===== src/rtl/switch_fault_params.svh =====
`ifndef SWITCH_FAULT_PARAMS_SVH
`define SWITCH_FAULT_PARAMS_SVH

`define CLK_FREQ_MHZ 50
// Retry and LED check periods are not fixed here; plain defaults
`define AUTORETRY_TIME_US 150
`define LED_CHECK_TIME_US 1000
`define AUTORETRY_CYCLES (`AUTORETRY_TIME_US * `CLK_FREQ_MHZ)
`define LED_CHECK_CYCLES (`LED_CHECK_TIME_US * `CLK_FREQ_MHZ)
`define RETRY_LIMIT 16
`define OUTPUT_COUNT 4
`define DUTY_WIDTH 7
`define DUTY_FULL_ON 7'h7f
`define SYNC_WIDTH 31
`define SYNC_RESET 31'h0000_0000

`endif


===== src/rtl/switch_fault_pkg.sv =====
package switch_fault_pkg;
    typedef enum logic [1:0] {
        CH_ON = 2'b00,
        CH_LATCHED = 2'b01,
        CH_WAIT_RETRY = 2'b10
    } channel_state_e;
endpackage


===== src/rtl/retry_channel.sv =====
`include "switch_fault_params.svh"

module retry_channel
    import switch_fault_pkg::*;
#(
    parameter int RETRY_CYCLES = `AUTORETRY_CYCLES,
    parameter int RETRY_LIMIT = `RETRY_LIMIT
) (
    input wire logic clk,
    input wire logic reset_n,
    input wire logic command,
    input wire logic fault_now,
    input wire logic retry_request,
    input wire logic retry_disable,
    input wire logic counter_reset,
    input wire logic fault_clear,
    output logic latched,
    output logic inrush_restart
);
    localparam int TW = $clog2(RETRY_CYCLES + 1);
    localparam int CW = $clog2(RETRY_LIMIT + 1);

    channel_state_e state_q;
    logic [TW-1:0] timer_q;
    logic [CW-1:0] count_q;
    logic command_q;
    logic command_rise;
    logic timer_done;

    assign command_rise = command & ~command_q;
    assign timer_done = (timer_q == TW'(RETRY_CYCLES - 1));
    assign latched = (state_q != CH_ON);

    always_ff @(posedge clk or negedge reset_n) begin
        if (!reset_n) begin
            command_q <= 1'b0;
        end else begin
            command_q <= command;
        end
    end

    always_ff @(posedge clk or negedge reset_n) begin
        if (!reset_n) begin
            state_q <= CH_ON;
        end else if (fault_clear) begin
            state_q <= CH_ON;
        end else begin
            unique case (state_q)
                CH_ON: begin
                    if (command && fault_now) begin
                        state_q <= CH_LATCHED;
                    end
                end
                CH_LATCHED: begin
                    if (command_rise && !fault_now) begin
                        state_q <= CH_ON;
                    end else if (retry_request && !retry_disable && count_q < CW'(RETRY_LIMIT)) begin
                        state_q <= CH_WAIT_RETRY;
                    end
                end
                CH_WAIT_RETRY: begin
                    if (command_rise && !fault_now) begin
                        state_q <= CH_ON;
                    end else if (timer_done) begin
                        state_q <= fault_now ? CH_LATCHED : CH_ON;
                    end
                end
                default: begin
                    state_q <= CH_LATCHED;
                end
            endcase
        end
    end

    always_ff @(posedge clk or negedge reset_n) begin
        if (!reset_n) begin
            timer_q <= '0;
        end else if (state_q == CH_WAIT_RETRY && !timer_done) begin
            timer_q <= timer_q + TW'(1);
        end else begin
            timer_q <= '0;
        end
    end

    always_ff @(posedge clk or negedge reset_n) begin
        if (!reset_n) begin
            count_q <= '0;
        end else if (counter_reset || fault_clear) begin
            count_q <= '0;
        end else if (state_q == CH_WAIT_RETRY && timer_done) begin
            count_q <= count_q + CW'(1);
        end
    end

    always_ff @(posedge clk or negedge reset_n) begin
        if (!reset_n) begin
            inrush_restart <= 1'b0;
        end else begin
            inrush_restart <= (state_q == CH_WAIT_RETRY) && timer_done && !fault_clear;
        end
    end
endmodule


===== src/rtl/switch_fault_autoretry_logic.sv =====
`include "switch_fault_params.svh"

module switch_fault_autoretry_logic
    import switch_fault_pkg::*;
#(
    parameter int NOUT = `OUTPUT_COUNT,
    parameter int RETRY_CYCLES = `AUTORETRY_CYCLES,
    parameter int LED_CYCLES = `LED_CHECK_CYCLES
) (
    input wire logic clk,
    input wire logic reset_n,
    input wire logic overvoltage_detect,
    input wire logic undervoltage_detect,
    input wire logic clamp_detect,
    input wire logic logic_supply_fail,
    input wire logic power_on_reset,
    input wire logic wake_reset_in,
    input wire logic temp_prewarn_detect,
    input wire logic [NOUT-1:0] overcurrent_detect,
    input wire logic [NOUT-1:0] overtemperature_detect,
    input wire logic [NOUT-1:0] supply_short_detect,
    input wire logic [NOUT-1:0] off_open_load_detect,
    input wire logic [NOUT-1:0] on_open_load_detect,
    input wire logic [NOUT-1:0] gate_low,
    input wire logic fail_safe_mode,
    input wire logic overvoltage_protect_disable,
    input wire logic retry_disable,
    input wire logic supply_fail_enable,
    input wire logic sense_output_enable,
    input wire logic [1:0] sense_output_select,
    input wire logic [NOUT-1:0] supply_short_detect_disable,
    input wire logic [NOUT-1:0] off_open_load_disable,
    input wire logic [NOUT-1:0] on_open_load_disable,
    input wire logic [NOUT-1:0] led_open_load_select,
    input wire logic [NOUT*`DUTY_WIDTH-1:0] duty_code,
    input wire logic [NOUT-1:0] output_command,
    input wire logic status_read_done,
    output logic [NOUT-1:0] high_side_outputs,
    output logic fault_flag_pin,
    output logic current_sense_output,
    output logic register_reset,
    output logic [NOUT-1:0] inrush_restart,
    output logic overvoltage_flag,
    output logic undervoltage_flag,
    output logic temp_prewarn_flag,
    output logic [NOUT-1:0] overcurrent_flag,
    output logic [NOUT-1:0] overtemperature_flag,
    output logic [NOUT-1:0] supply_short_flag,
    output logic [NOUT-1:0] off_open_load_flag,
    output logic [NOUT-1:0] on_open_load_flag
);
    localparam int LW = $clog2(LED_CYCLES + 1);

    // Pin inputs: three stages, a change is taken once stages two and three agree
    logic [`SYNC_WIDTH-1:0] pins, s1_q, s2_q, s3_q, filt_q;

    assign pins = {overvoltage_detect, undervoltage_detect, clamp_detect, logic_supply_fail,
                   power_on_reset, wake_reset_in, temp_prewarn_detect, overcurrent_detect,
                   overtemperature_detect, supply_short_detect, off_open_load_detect,
                   on_open_load_detect, gate_low};

    always_ff @(posedge clk or negedge reset_n) begin
        if (!reset_n) begin
            s1_q <= `SYNC_RESET;
            s2_q <= `SYNC_RESET;
            s3_q <= `SYNC_RESET;
            filt_q <= `SYNC_RESET;
        end else begin
            s1_q <= pins;
            s2_q <= s1_q;
            s3_q <= s2_q;
            filt_q <= (s2_q & ~(s2_q ^ s3_q)) | (filt_q & (s2_q ^ s3_q));
        end
    end

    logic ov_s, uv_s, clamp_s, vdd_fail_s, por_s, wake_s, prewarn_s;
    logic [NOUT-1:0] oc_s, ot_s, short_s, off_ol_s, on_ol_s, gate_low_s;

    assign {ov_s, uv_s, clamp_s, vdd_fail_s, por_s, wake_s, prewarn_s, oc_s, ot_s, short_s,
            off_ol_s, on_ol_s, gate_low_s} = filt_q;

    // zero defaults while logic supply is lost
    logic cfg_zero, overvoltage_protect_disable_eff, retry_dis_eff, sense_en_eff;
    logic [NOUT-1:0] os_dis_eff, oloff_dis_eff, on_open_load_flag_dis_eff, led_sel_eff;

    assign cfg_zero = vdd_fail_s & supply_fail_enable;
    assign overvoltage_protect_disable_eff = overvoltage_protect_disable & ~cfg_zero;
    assign retry_dis_eff = retry_disable & ~cfg_zero;
    assign sense_en_eff = sense_output_enable & ~cfg_zero;
    assign os_dis_eff = supply_short_detect_disable & ~{NOUT{cfg_zero}};
    assign oloff_dis_eff = off_open_load_disable & ~{NOUT{cfg_zero}};
    assign on_open_load_flag_dis_eff = on_open_load_disable & ~{NOUT{cfg_zero}};
    assign led_sel_eff = led_open_load_select & ~{NOUT{cfg_zero}};

    always_ff @(posedge clk or negedge reset_n) begin
        if (!reset_n) begin
            register_reset <= 1'b0;
        end else begin
            register_reset <= cfg_zero;
        end
    end

    // latched fault reset; battery loss alone keeps everything
    logic fault_reset;
    assign fault_reset = (vdd_fail_s & ~uv_s) | por_s;

    logic ov_protect, ov_shutdown;
    assign ov_protect = fail_safe_mode ? wake_s : ~overvoltage_protect_disable_eff;
    assign ov_shutdown = ov_s & ov_protect;

    // Mode change resets the retry counters and latches; a retry-disable toggle resets only the counters
    logic mode_q, retry_dis_q, counter_reset, mode_change;

    always_ff @(posedge clk or negedge reset_n) begin
        if (!reset_n) begin
            mode_q <= 1'b0;
            retry_dis_q <= 1'b0;
        end else begin
            mode_q <= fail_safe_mode;
            retry_dis_q <= retry_dis_eff;
        end
    end

    assign mode_change = mode_q ^ fail_safe_mode;
    assign counter_reset = mode_change | (retry_dis_q ^ retry_dis_eff);

    // read clears, a present fault sets in the same cycle and wins
    logic rd;
    assign rd = status_read_done;

    always_ff @(posedge clk or negedge reset_n) begin
        if (!reset_n) begin
            overvoltage_flag <= 1'b0;
        end else if (fault_reset) begin
            overvoltage_flag <= 1'b0;
        end else begin
            overvoltage_flag <= ov_s | (overvoltage_flag & ~rd);
        end
    end

    always_ff @(posedge clk or negedge reset_n) begin
        if (!reset_n) begin
            undervoltage_flag <= 1'b0;
        end else if (fault_reset && !uv_s) begin
            undervoltage_flag <= 1'b0;
        end else begin
            undervoltage_flag <= uv_s | (undervoltage_flag & ~rd);
        end
    end

    always_ff @(posedge clk or negedge reset_n) begin
        if (!reset_n) begin
            temp_prewarn_flag <= 1'b0;
        end else begin
            temp_prewarn_flag <= (prewarn_s & ~fail_safe_mode) | (temp_prewarn_flag & ~rd);
        end
    end

    always_ff @(posedge clk or negedge reset_n) begin
        if (!reset_n) begin
            overcurrent_flag <= '0;
            overtemperature_flag <= '0;
        end else if (fault_reset) begin
            overcurrent_flag <= '0;
            overtemperature_flag <= '0;
        end else begin
            overcurrent_flag <= oc_s | (overcurrent_flag & ~{NOUT{rd}});
            overtemperature_flag <= ot_s | (overtemperature_flag & ~{NOUT{rd}});
        end
    end

    // Off-state diagnostics only once the gate is really pulled low
    logic [NOUT-1:0] off_ok, short_set, oloff_set;
    assign off_ok = ~high_side_outputs & gate_low_s;
    assign short_set = short_s & off_ok & ~os_dis_eff;
    // off-state open load, also raised by a short
    assign oloff_set = ((off_ol_s & ~oloff_dis_eff) | short_set) & off_ok;

    always_ff @(posedge clk or negedge reset_n) begin
        if (!reset_n) begin
            supply_short_flag <= '0;
            off_open_load_flag <= '0;
        end else begin
            supply_short_flag <= short_set | (supply_short_flag & ~{NOUT{rd}});
            off_open_load_flag <= oloff_set | (off_open_load_flag & ~{NOUT{rd}});
        end
    end

    // LED open-load check timer and on-state sampling per output
    logic [NOUT-1:0] led_check, on_open_load_flag_set, latched, restart, retry_req;

    genvar i;
    generate
        for (i = 0; i < NOUT; i++) begin : g_out
            logic [LW-1:0] led_timer_q;
            logic full_on;
            logic led_run;

            assign full_on = (duty_code[i*`DUTY_WIDTH +: `DUTY_WIDTH] == `DUTY_FULL_ON);
            // check runs only while the output sits fully on
            assign led_run = high_side_outputs[i] & full_on & led_sel_eff[i];
            assign led_check[i] = led_run && (led_timer_q == LW'(LED_CYCLES - 1));

            always_ff @(posedge clk or negedge reset_n) begin
                if (!reset_n) begin
                    led_timer_q <= '0;
                end else if (!led_run || led_check[i]) begin
                    led_timer_q <= '0;
                end else begin
                    led_timer_q <= led_timer_q + LW'(1);
                end
            end

            // bulb mode samples continuously, LED mode per check period
            assign on_open_load_flag_set[i] = on_ol_s[i] & high_side_outputs[i] & ~on_open_load_flag_dis_eff[i]
                                 & (led_sel_eff[i] ? led_check[i] : 1'b1);

            assign retry_req[i] = overcurrent_flag[i] | overtemperature_flag[i] | undervoltage_flag;

            retry_channel #(
                .RETRY_CYCLES(RETRY_CYCLES),
                .RETRY_LIMIT(`RETRY_LIMIT)
            ) u_channel (
                .clk(clk),
                .reset_n(reset_n),
                .command(output_command[i]),
                .fault_now(oc_s[i] | ot_s[i] | uv_s),
                .retry_request(retry_req[i]),
                .retry_disable(retry_dis_eff),
                .counter_reset(counter_reset),
                .fault_clear(fault_reset | mode_change),
                .latched(latched[i]),
                .inrush_restart(restart[i])
            );
        end
    endgenerate

    always_ff @(posedge clk or negedge reset_n) begin
        if (!reset_n) begin
            on_open_load_flag <= '0;
        end else begin
            on_open_load_flag <= on_open_load_flag_set | (on_open_load_flag & ~{NOUT{rd}});
        end
    end

    always_ff @(posedge clk or negedge reset_n) begin
        if (!reset_n) begin
            inrush_restart <= '0;
        end else begin
            inrush_restart <= restart;
        end
    end

    // output drive; clamp overrides every turn-off
    always_ff @(posedge clk or negedge reset_n) begin
        if (!reset_n) begin
            high_side_outputs <= '0;
        end else if (clamp_s) begin
            high_side_outputs <= '1;
        end else begin
            high_side_outputs <= output_command & ~latched & ~{NOUT{ov_shutdown | uv_s}};
        end
    end

    // fault pin, active low; on-state open load never shows here
    logic fault_now;
    assign fault_now = ov_shutdown | uv_s | (|latched) | (|(ot_s & ~output_command))
                       | (|short_set) | (|oloff_set);

    always_ff @(posedge clk or negedge reset_n) begin
        if (!reset_n) begin
            fault_flag_pin <= 1'b1;
        end else begin
            fault_flag_pin <= ~fault_now;
        end
    end

    // sense follows the selected switch, off in fail-safe mode
    always_ff @(posedge clk or negedge reset_n) begin
        if (!reset_n) begin
            current_sense_output <= 1'b0;
        end else begin
            current_sense_output <= sense_en_eff & ~fail_safe_mode
                                    & high_side_outputs[sense_output_select];
        end
    end
endmodule


===== config.mk =====
export PLATFORM = sky130hd
export DESIGN_NAME = switch_fault_autoretry_logic
export DESIGN_NICKNAME = d
export VERILOG_FILES = /design/src/rtl/switch_fault_pkg.sv /design/src/rtl/retry_channel.sv /design/src/rtl/switch_fault_autoretry_logic.sv
export VERILOG_INCLUDE_DIRS = /design/src /design/src/rtl
export SDC_FILE = /design/constraint.sdc
export NUM_CORES = 1
export LEC_CHECK = 0
export ABC_AREA = 0
export CAP_MARGIN = 15
export CORE_UTILIZATION = 55
export CTS_CLUSTER_DIAMETER = 80
export DETAILED_ROUTE_END_ITERATION = 7
export DONT_BUFFER_PORTS = 1
export GPL_ROUTABILITY_DRIVEN = 1
export PLACE_DENSITY = 0.7
export SYNTH_ARGS = -nofsm -noshare
export SYNTH_HDL_FRONTEND = slang
export SYNTH_SLANG_ARGS = --single-unit
export TNS_END_PERCENT = 20

===== constraint.sdc =====
create_clock -name clk -period 2.88 [get_ports clk]
set_input_delay 0.432 -clock clk [delete_from_list [all_inputs] [get_ports clk]]
set_output_delay 0.432 -clock clk [all_outputs]
set_load 0.01 [all_outputs]

==> results of run 1 <==
## routing by layer
layer | share of wire | routed length, µm | vias up | track usage
li1 | - | - | 3747 | -
met1 | 0.46 | 10600 | 3887 | 0.286
met2 | 0.48 | 11000 | 141 | 0.335
met3 | 0.049 | 1140 | 36 | 0.0427
met4 | 0.019 | 442 | 0 | 0.0596
met5 | 0 | 0 | - | 0
## logic make-up (layout without fill, tap and decap cells)
group | count (synthesis) | count (layout) | share of synthesized area
flip-flops | 312 | 312 | 0.627
multiplexers | 7 | 7 | 0.00663
XOR/XNOR | 106 | 106 | 0.0745
AO/OA/AOI/OAI | 100 | 100 | 0.0509
buffers and inverters | 65 | 151 | 0.0215
adder cells (fa/ha/maj) | 55 | 55 | 0.0490
AND/OR/NAND/NOR | 414 | 414 | 0.171
## worst max-delay path, stage by stage (launching register included)
cell	delay [ns]
dfrtp_1	0.39
ha_1	0.23
or4bb_1	0.52
or4_4	0.59
or3_1	0.37
a21oi_1	0.16
## final cells by class
type | instances | area (µm²) | area share
flip-flops and latches | 312 | 7810 | 0.546
multi-input cells | 682 | 4380 | 0.307
clock buffers | 47 | 981 | 0.0686
repair buffers | 46 | 435 | 0.0305
well taps | 280 | 350 | 0.0245
inverters | 45 | 169 | 0.0118
clock inverters | 13 | 164 | 0.0115
## worst paths after layout
check | depth (start not counted) | slack (ns) | endpoint | from
worst max-delay path | 5 | 0.52 | g_out[0].u_channel.count_q[3] | g_out[0].u_channel.timer_q[0]
worst min-delay path | 0 | -0.38 | g_out[3].led_timer_q[6] | reset_n
worst max register to register | 5 | 0.52 | g_out[0].u_channel.count_q[3] | g_out[0].u_channel.timer_q[0]
worst min register to register | 0 | 0.35 | s2_q[17] | s1_q[17]
max in group asynchronous | 0 | 2.88 | g_out[0].u_channel.timer_q[8] | reset_n
min in group clk | 1 | 0.02 | supply_short_flag[3] | status_read_done
## state kept, by name, indices dropped and copies added (netlist names), 8 cells and up, named ones only
name	flops
s2_q	31
g_out.u_channel.count_q	20
g_out.u_channel.timer_q	52
g_out.u_channel.state_q	8
g_out.led_timer_q	64
s3_q	31
s1_q	31
## power groups by stage
stage	sequential [mW]	clock, mW	combinational (mW)
2_1_floorplan	4.74	0	0.232
3_3_place_gp	4.78	0	0.303
3_5_place_dp	4.79	0	0.312
4_1_cts	4.71	4.46	0.359
5_1_grt	4.73	4.61	0.395
6_report	4.71	4.35	0.356
## cells in the mapped netlist, types with 4 or more instances
cell type / n / area share
a21boi_0: 9 / 0.0054
a21oi_1: 23 / 0.0092
a22o_1: 4 / 0.0028
a31o_2: 4 / 0.0028
a32o_1: 4 / 0.0032
and3_1: 38 / 0.019
and4_1: 6 / 0.0042
clkbuf_1: 16 / 0.0048
dfrtp_1: 311 / 0.62
ha_1: 24 / 0.024
inv_1: 44 / 0.013
maj3_1: 31 / 0.025
mux2i_1: 6 / 0.0048
nand2_1: 42 / 0.013
nand2b_1: 11 / 0.0055
nand3_1: 58 / 0.023
nand4_1: 21 / 0.011
nand4b_1: 5 / 0.0035
nor2_1: 155 / 0.047
nor2b_1: 6 / 0.0030
nor3_1: 19 / 0.0076
nor4_1: 4 / 0.0020
nor4bb_1: 6 / 0.0048
o21ai_0: 33 / 0.013
o31ai_1: 9 / 0.0054
or3_1: 15 / 0.0075
or4_1: 4 / 0.0024
or4bb_1: 6 / 0.0054
xnor2_1: 53 / 0.037
xor2_1: 53 / 0.037
==> results.yml, run 1 <==
finish:
  mostFrequentLayoutCells: "311 x dfrtp_1, 155 x nor2_1, 58 x nand3_1"
  nNetsFinal: 1234
  n_antenna_cell: 0
  mostFrequentLayoutCell: "dfrtp_1"
  postLayoutCoreUtil: 0.649
  num-fill-cells: 1602
  drive_gt1_frac: 0.0681
  design_area_mm2: 0.0143
  syn_to_final_growth_pct: 14.7
  finalNonFillerCells: 1425
synthesis:
  yosysWarnings: 0
  synth_area_mm2: 0.0125
  yosys_register_bits: 312
  ys_types: 50
  synth_edf_count: 0
  syn_avg_cell_area_um2: 11.8
  synth_seq_area_share: 0.627
  synthArstFlopShare: 1.00
  syn-num-nets: 1172
  synth_cells: 1059
  synth_ff_type: "dfrtp_1"
critical_path:
  start_kind: "flop"
  required_ns: 3.29
  endpoint_kind: "flop"
  worst-setup-path-type: "reg -> reg"
  crit_fanout: 8
  cp.arrival_ns: 2.78
power_and_ir_drop:
  p_int_mw: 7.40
  clockPowerShare: 0.462
  ir_drop_mv: 0.741
  power.total_mw: 9.41
  comb_power_share: 0.038
  powerDensity_mw_per_mm2: 659
  leakagePower_nw: 6.07
  swShare: 0.214
  p_switching_mw: 2.01
  p_seq_frac: 0.500
global_routing:
  grt_max_degree: 313
  overflow: 0
  grt_util_all_layers: 0.207
  antenna_found_initial: 0
  grt_pass1_wl_mm: 39.0
  grt_pass1_vias: 7850
hold_path:
  hp-class: "in -> async"
clock_network:
  clock-sinks: 312
  cts_resized: 0
  cts_tree: "built"
  hold_buffers: 36
  clock-root-buffer: "clkbuf_16"
  insertion_delay_ns: 0.51
  clkTransAtPathRegs_ns: 0.06
  cts_max_path_buffers: 3
  postCtsSetupBuffers: 0
  cts_buffers: 34
  cts_max_level: 2
timing:
  rsz0062_at_grt: "no"
  slew_headroom: 0.526
  finalHoldViolations: 312
  worst_slack_ns: 0.517
  post-route-period-util: 0.820
  hold_ws_ns: -0.377
  fmax_mhz: 423
  tns_ns: 0
  worst_pin_slew_ns: 0.710
  fin_crit_ns: 2.36
  finalSetupViolCount: 0
  slew_violations: 0
  finClkSkew_ns: 0.0163
placed_design:
  post-dp-hpwl_mm: 15.0
  gp_congestion: 0.790
  placed_area_mm2: 0.0128
  place_ws_ns: 0.527
  io_buffers: 0
  place_inst: 1329
drt:
  drt-total-wl_mm: 23.2
  routed_via_density: 5.48
  drt_pass1_iterations: 7
  drt_iter0_drc: 371
  ant_nets: 0
  vias: 7811
  wire_per_inst_um: 16.3
  remaining_drc_errors: 5
status:
  outcome: "finished, violations left"
  violations: "design-rule violations, negative hold slack"
run:
  max_cap_violations: 0
floorplanning:
  die-area_mm2: 0.0233
  die_w_um: 153
  fp.dieH_um: 153
  rows: 54
  core-area_mm2: 0.0220
  initial_core_util: 0.566
  ioPinCount: 123
No activity file was read; power rests on OpenSTA's default activity.
==> run 2: changes to the inputs <==
PLACE_DENSITY = 0.73   (was 0.7)
clock period = 2.05 ns   (was 2.88 ns; I/O delays follow)
==> results.yml, run 2 (synthesis gave the netlist of run 1 again) <==
status:
  outcome: "finished, violations left"
  violations: "design-rule violations, negative hold slack, negative setup slack"
drt:
  routed_via_density: 5.50
  ant_nets: 0
  vias: 8111
  wire_per_inst_um: 16.9
  drt_iter0_drc: 407
  drt-total-wl_mm: 25.0
  drt_pass1_iterations: 8
  remaining_drc_errors: 9
finish:
  max_flop_register: "g_out.led_timer_q"
  reg.largest.list: "g_out.led_timer_q x64, g_out.u_channel.timer_q x52"
  design_area_mm2: 0.0148
  syn_to_final_growth_pct: 18.4
  seq_area_mm2: 0.00781
  mostFrequentLayoutCells: "311 x dfrtp_1, 154 x nor2_1, 58 x nand3_1"
  num-fill-cells: 1590
  largest_reg_flops: 64
  postLayoutCoreUtil: 0.670
  multiInputGateArea_mm2: 0.00447
  nNetsFinal: 1283
  mostFrequentLayoutCell: "dfrtp_1"
  drive_gt1_frac: 0.120
critical_path:
  path_cells: "ha_2, or4bb_1, or4_4, or3_4, a21oi_2"
  worst_r2r_startpoint: "g_out[0].u_channel.timer_q[0]"
  r2r-end: "g_out[0].u_channel.count_q[3]"
  max_stage_delay_ns: 0.60
  required_ns: 2.48
  cp.arrival_ns: 2.54
  worst-setup-path-type: "reg -> reg"
  start_kind: "flop"
  crit_fanout: 7
  rrSetupSlack_ns: -0.05
  endpoint_kind: "flop"
  crit_slowest_cell: "or4_4"
  r2r_cells: 5
  startpoint: "g_out[0].u_channel.timer_q[0]"
run:
  max_cap_violations: 0
clock_network:
  cts_buffers: 34
  clkTransAtPathRegs_ns: 0.06
  clock-sinks: 312
  clock-root-buffer: "clkbuf_16"
  cts_max_path_buffers: 3
  insertion_delay_ns: 0.52
  cts_max_level: 2
  cts_tree: "built"
  hold_buffers: 38
placed_design:
  io_buffers: 0
  place_ws_ns: -0.0435
  post-dp-hpwl_mm: 16.0
  gp_congestion: 0.822
  placed_area_mm2: 0.0131
timing:
  rsz0062_at_grt: "yes"
  fmax_mhz: 475
  worst_pin_slew_ns: 0.662
  fin_crit_ns: 2.10
  post-route-period-util: 1.03
  finalSetupViolCount: 5
  slew_headroom: 0.559
  worst_slack_ns: -0.0540
  hold_ws_ns: -0.501
  finalHoldViolations: 312
  finClkSkew_ns: 0.0222
  slew_violations: 0
global_routing:
  grt_max_degree: 313
  grt_pass1_vias: 8402
  overflow: 0
  grt_pass1_wl_mm: 41.9
  antenna_found_initial: 1
  grt_util_all_layers: 0.224
floorplanning:
  die-area_mm2: 0.0233
  initial_core_util: 0.566
  ioPinCount: 123
  die_w_um: 153
  fp.dieH_um: 153
  rows: 54
  core-area_mm2: 0.0220
power_and_ir_drop:
  power.total_mw: 13.4
  powerDensity_mw_per_mm2: 907
  ir_drop_mv: 0.868
  leakagePower_nw: 6.35
hold_path:
  hp-class: "in -> async"
==> run 2: repair_timing <==
item | 4_1_cts | 5_1_grt
pin swaps | 2 | 8
hold endpoints to repair | 359 | 312
resized for setup | 4 | 14
setup buffers | 0 | 1
endpoints found under the setup margin | 25 | 60
==> run 2: per-layer routing <==
metal  global-route usage  wire length, µm  vias to the layer above
met2                0.376            12100                      186
li1                     -                -                     3863
met4               0.0683              587                        0
met3               0.0432             1170                       47
met5                    0                0                        -
met1                0.298            11100                     4015
==> run 2: area by class of cell <==
cell class	instances	area share
clock inverter	10	0.00924
tap	280	0.0237
sequential	312	0.529
clock buffer	50	0.0686
multi-input combinational	682	0.303
timing repair buffer	95	0.0548
inverter	45	0.0114
antenna	1	0.000170
==> run 2: critical path: cells and delay by family, from the launching register on <==
family	cells	cell delay [ns]
AOI/OAI and AO/OA	1	0.11
DFF	1	0.37
and+or+nand+nor	3	1.36
adders and majority gates	1	0.18
==> run 2: stage by stage <==
stage                     std cells  hold WS [ns]  setup TNS (ns)
after detailed placement       1375        0.0201          -0.190
after floorplan                1059        0.0119          -0.646
after global placement         1375        0.0223         -0.0109
final                          1475        -0.501          -0.117
after CTS                      1473        -0.511         -0.0510
after global routing           1475        -0.516          -0.819
==> run 2: worst max-delay path by stage <==
stage | endpoint | slack (ns) | depth (start not counted)
final | g_out[0].u_channel.count_q[3] | -0.05 | 5
after global routing | g_out[0].u_channel.count_q[3] | -0.13 | 5
after CTS | g_out[0].u_channel.count_q[3] | -0.03 | 5
after detailed placement | g_out[0].u_channel.count_q[3] | -0.04 | 5
after global placement | on_open_load_flag[1] | -0.01 | 5
after floorplan | g_out[0].u_channel.count_q[4] | -0.1 | 6
==> run 2: power by group <==
group | internal, mW | switching, mW | leakage, nW | total (mW)
clock | 3.81 | 2.39 | 0.568 | 6.20
combinational | 0.264 | 0.292 | 1.76 | 0.556
sequential | 6.40 | 0.217 | 4.02 | 6.62
total | 10.5 | 2.90 | 6.35 | 13.4
==> run 3: changes to the inputs <==
PLACE_DENSITY = 0.76   (was 0.73)
==> results.yml, run 3 (synthesis gave the netlist of run 1 again) <==
status:
  violations: "design-rule violations, negative hold slack, negative setup slack"
  outcome: "finished, violations left"
timing:
  finClkSkew_ns: 0.00976
  rsz0062_at_grt: "yes"
  tns_ns: -0.194
  finalSetupViolCount: 4
  worst_pin_slew_ns: 0.531
  worst_slack_ns: -0.0673
  post-route-period-util: 1.03
  fin_crit_ns: 2.12
  slew_headroom: 0.643
  hold_ws_ns: -0.560
  fmax_mhz: 472
  slew_violations: 0
  finalHoldViolations: 312
clock_network:
  cts_buffers: 31
  insertion_delay_ns: 0.57
  clock-root-buffer: "clkbuf_16"
  cts_max_level: 1
  cts_max_path_buffers: 3
  clkTransAtPathRegs_ns: 0.06
  clock-sinks: 312
  hold_buffers: 52
  cts_tree: "built"
finish:
  design_area_mm2: 0.0149
  drive_gt1_frac: 0.125
  finalNonFillerCells: 1485
  max_flop_register: "g_out.led_timer_q"
  mostFrequentLayoutCells: "311 x dfrtp_1, 154 x nor2_1, 58 x nand3_1"
  seq_area_mm2: 0.00781
  reg.largest.list: "g_out.led_timer_q x64, g_out.u_channel.timer_q x52"
  multiInputGateArea_mm2: 0.00451
  mostFrequentLayoutCell: "dfrtp_1"
  nNetsFinal: 1293
  num-fill-cells: 1548
  largest_reg_flops: 64
  syn_to_final_growth_pct: 20.0
critical_path:
  endpoint_kind: "flop"
  worst_r2r_startpoint: "g_out[2].u_channel.timer_q[0]"
  r2r_cells: 5
  crit_fanout: 6
  required_ns: 2.55
  start_kind: "flop"
  r2r-end: "g_out[2].u_channel.count_q[3]"
  cp.arrival_ns: 2.62
  rrSetupSlack_ns: -0.07
  worst-setup-path-type: "reg -> reg"
power_and_ir_drop:
  ir_drop_mv: 0.792
  p_int_mw: 10.6
  clockPowerShare: 0.465
  swShare: 0.217
  leakagePower_nw: 6.39
  p_seq_frac: 0.491
  p_switching_mw: 2.93
  comb_power_share: 0.044
  powerDensity_mw_per_mm2: 903
  power.total_mw: 13.5
hold_path:
  hp-class: "in -> async"
drt:
  vias: 8248
  routed_via_density: 5.55
  wire_per_inst_um: 17.3
  drt_iter0_drc: 563
  remaining_drc_errors: 8
  ant_nets: 0
  drt-total-wl_mm: 25.6
  drt_pass1_iterations: 7
global_routing:
  grt_pass1_vias: 8467
  grt_max_degree: 313
  grt_pass1_wl_mm: 42.4
  antenna_found_initial: 1
  overflow: 0
  grt_util_all_layers: 0.227
placed_design:
  post-dp-hpwl_mm: 16.0
  gp_congestion: 0.802
  placed_area_mm2: 0.0131
  place_inst: 1371
  io_buffers: 0
run:
  max_cap_violations: 0
floorplanning:
  fp.dieH_um: 153
  die-area_mm2: 0.0233
  die_w_um: 153
  rows: 54
  core-area_mm2: 0.0220
  ioPinCount: 123
  initial_core_util: 0.566
[run 3: worst max-delay path, cell delays in order, from the launching register on]
cell and delay [ns]:
dfrtp_1 0.37, ha_2 0.19, or4bb_4 0.45, or4_4 0.57, or3_4 0.35, a21oi_2 0.12
[run 3: how the worst max path moves through the flow]
stage	from	end	slack, ns	cells after the start
finish	g_out[2].u_channel.timer_q[0]	g_out[2].u_channel.count_q[3]	-0.07	5
global route	g_out[2].u_channel.timer_q[0]	g_out[2].u_channel.count_q[3]	-0.12	5
CTS	g_out[0].u_channel.timer_q[1]	g_out[0].u_channel.count_q[3]	-0.03	5
detailed placement	g_out[0].u_channel.timer_q[1]	g_out[0].u_channel.count_q[3]	-0.03	5
global placement	g_out[1].u_channel.timer_q[7]	g_out[1].u_channel.count_q[3]	0.03	4
floorplan	g_out[0].u_channel.timer_q[0]	g_out[0].u_channel.count_q[4]	-0.1	6
[run 3: per-layer routing]
layer | share of wire | track usage
met4 | 0.030 | 0.0741
met2 | 0.49 | 0.380
met3 | 0.048 | 0.0421
met5 | 0 | 0
met1 | 0.43 | 0.303
[run 3: area by class of cell]
class,instances,share of cell area
repair buffers,108,0.0634
multi-input cells,682,0.302
inverters,45,0.0113
clock inverters,17,0.0193
well taps,280,0.0234
flip-flops and latches,312,0.522
diodes,1,0.000167
clock buffers,40,0.0582
[run 3: timing repair]
| item | in CTS | in global routing |
|---|---|---|
| endpoints found under the setup margin | 8 | 67 |
| cloned | 0 | 0 |
| pin swaps | 7 | 12 |
| hold endpoints to repair | 363 | 312 |
| setup buffers | 1 | 3 |
| gates resized for setup | 8 | 22 |
[run 3: power by group through the flow]
stage / Clock [mW] / Sequential, mW / Combinational [mW]
after floorplan: 0 / 6.66 / 0.325
after global placement: 0 / 6.72 / 0.464
after detailed placement: 0 / 6.73 / 0.482
after CTS: 6.39 / 6.62 / 0.584
after global routing: 6.63 / 6.64 / 0.653
final: 6.28 / 6.62 / 0.597
[run 3: per-stage QoR]
| step | util | worst slack (ns) | hold slack [ns] |
|---|---|---|---|
| detailed placement | 0.595 | -0.0346 | 0.0231 |
| global placement | 0.595 | 0.0258 | 0.0231 |
| CTS | 0.674 | -0.0290 | -0.584 |
| global route | 0.679 | -0.120 | -0.588 |
| floorplan | - | -0.0974 | 0.0119 |
| finish | 0.679 | -0.0673 | -0.560 |
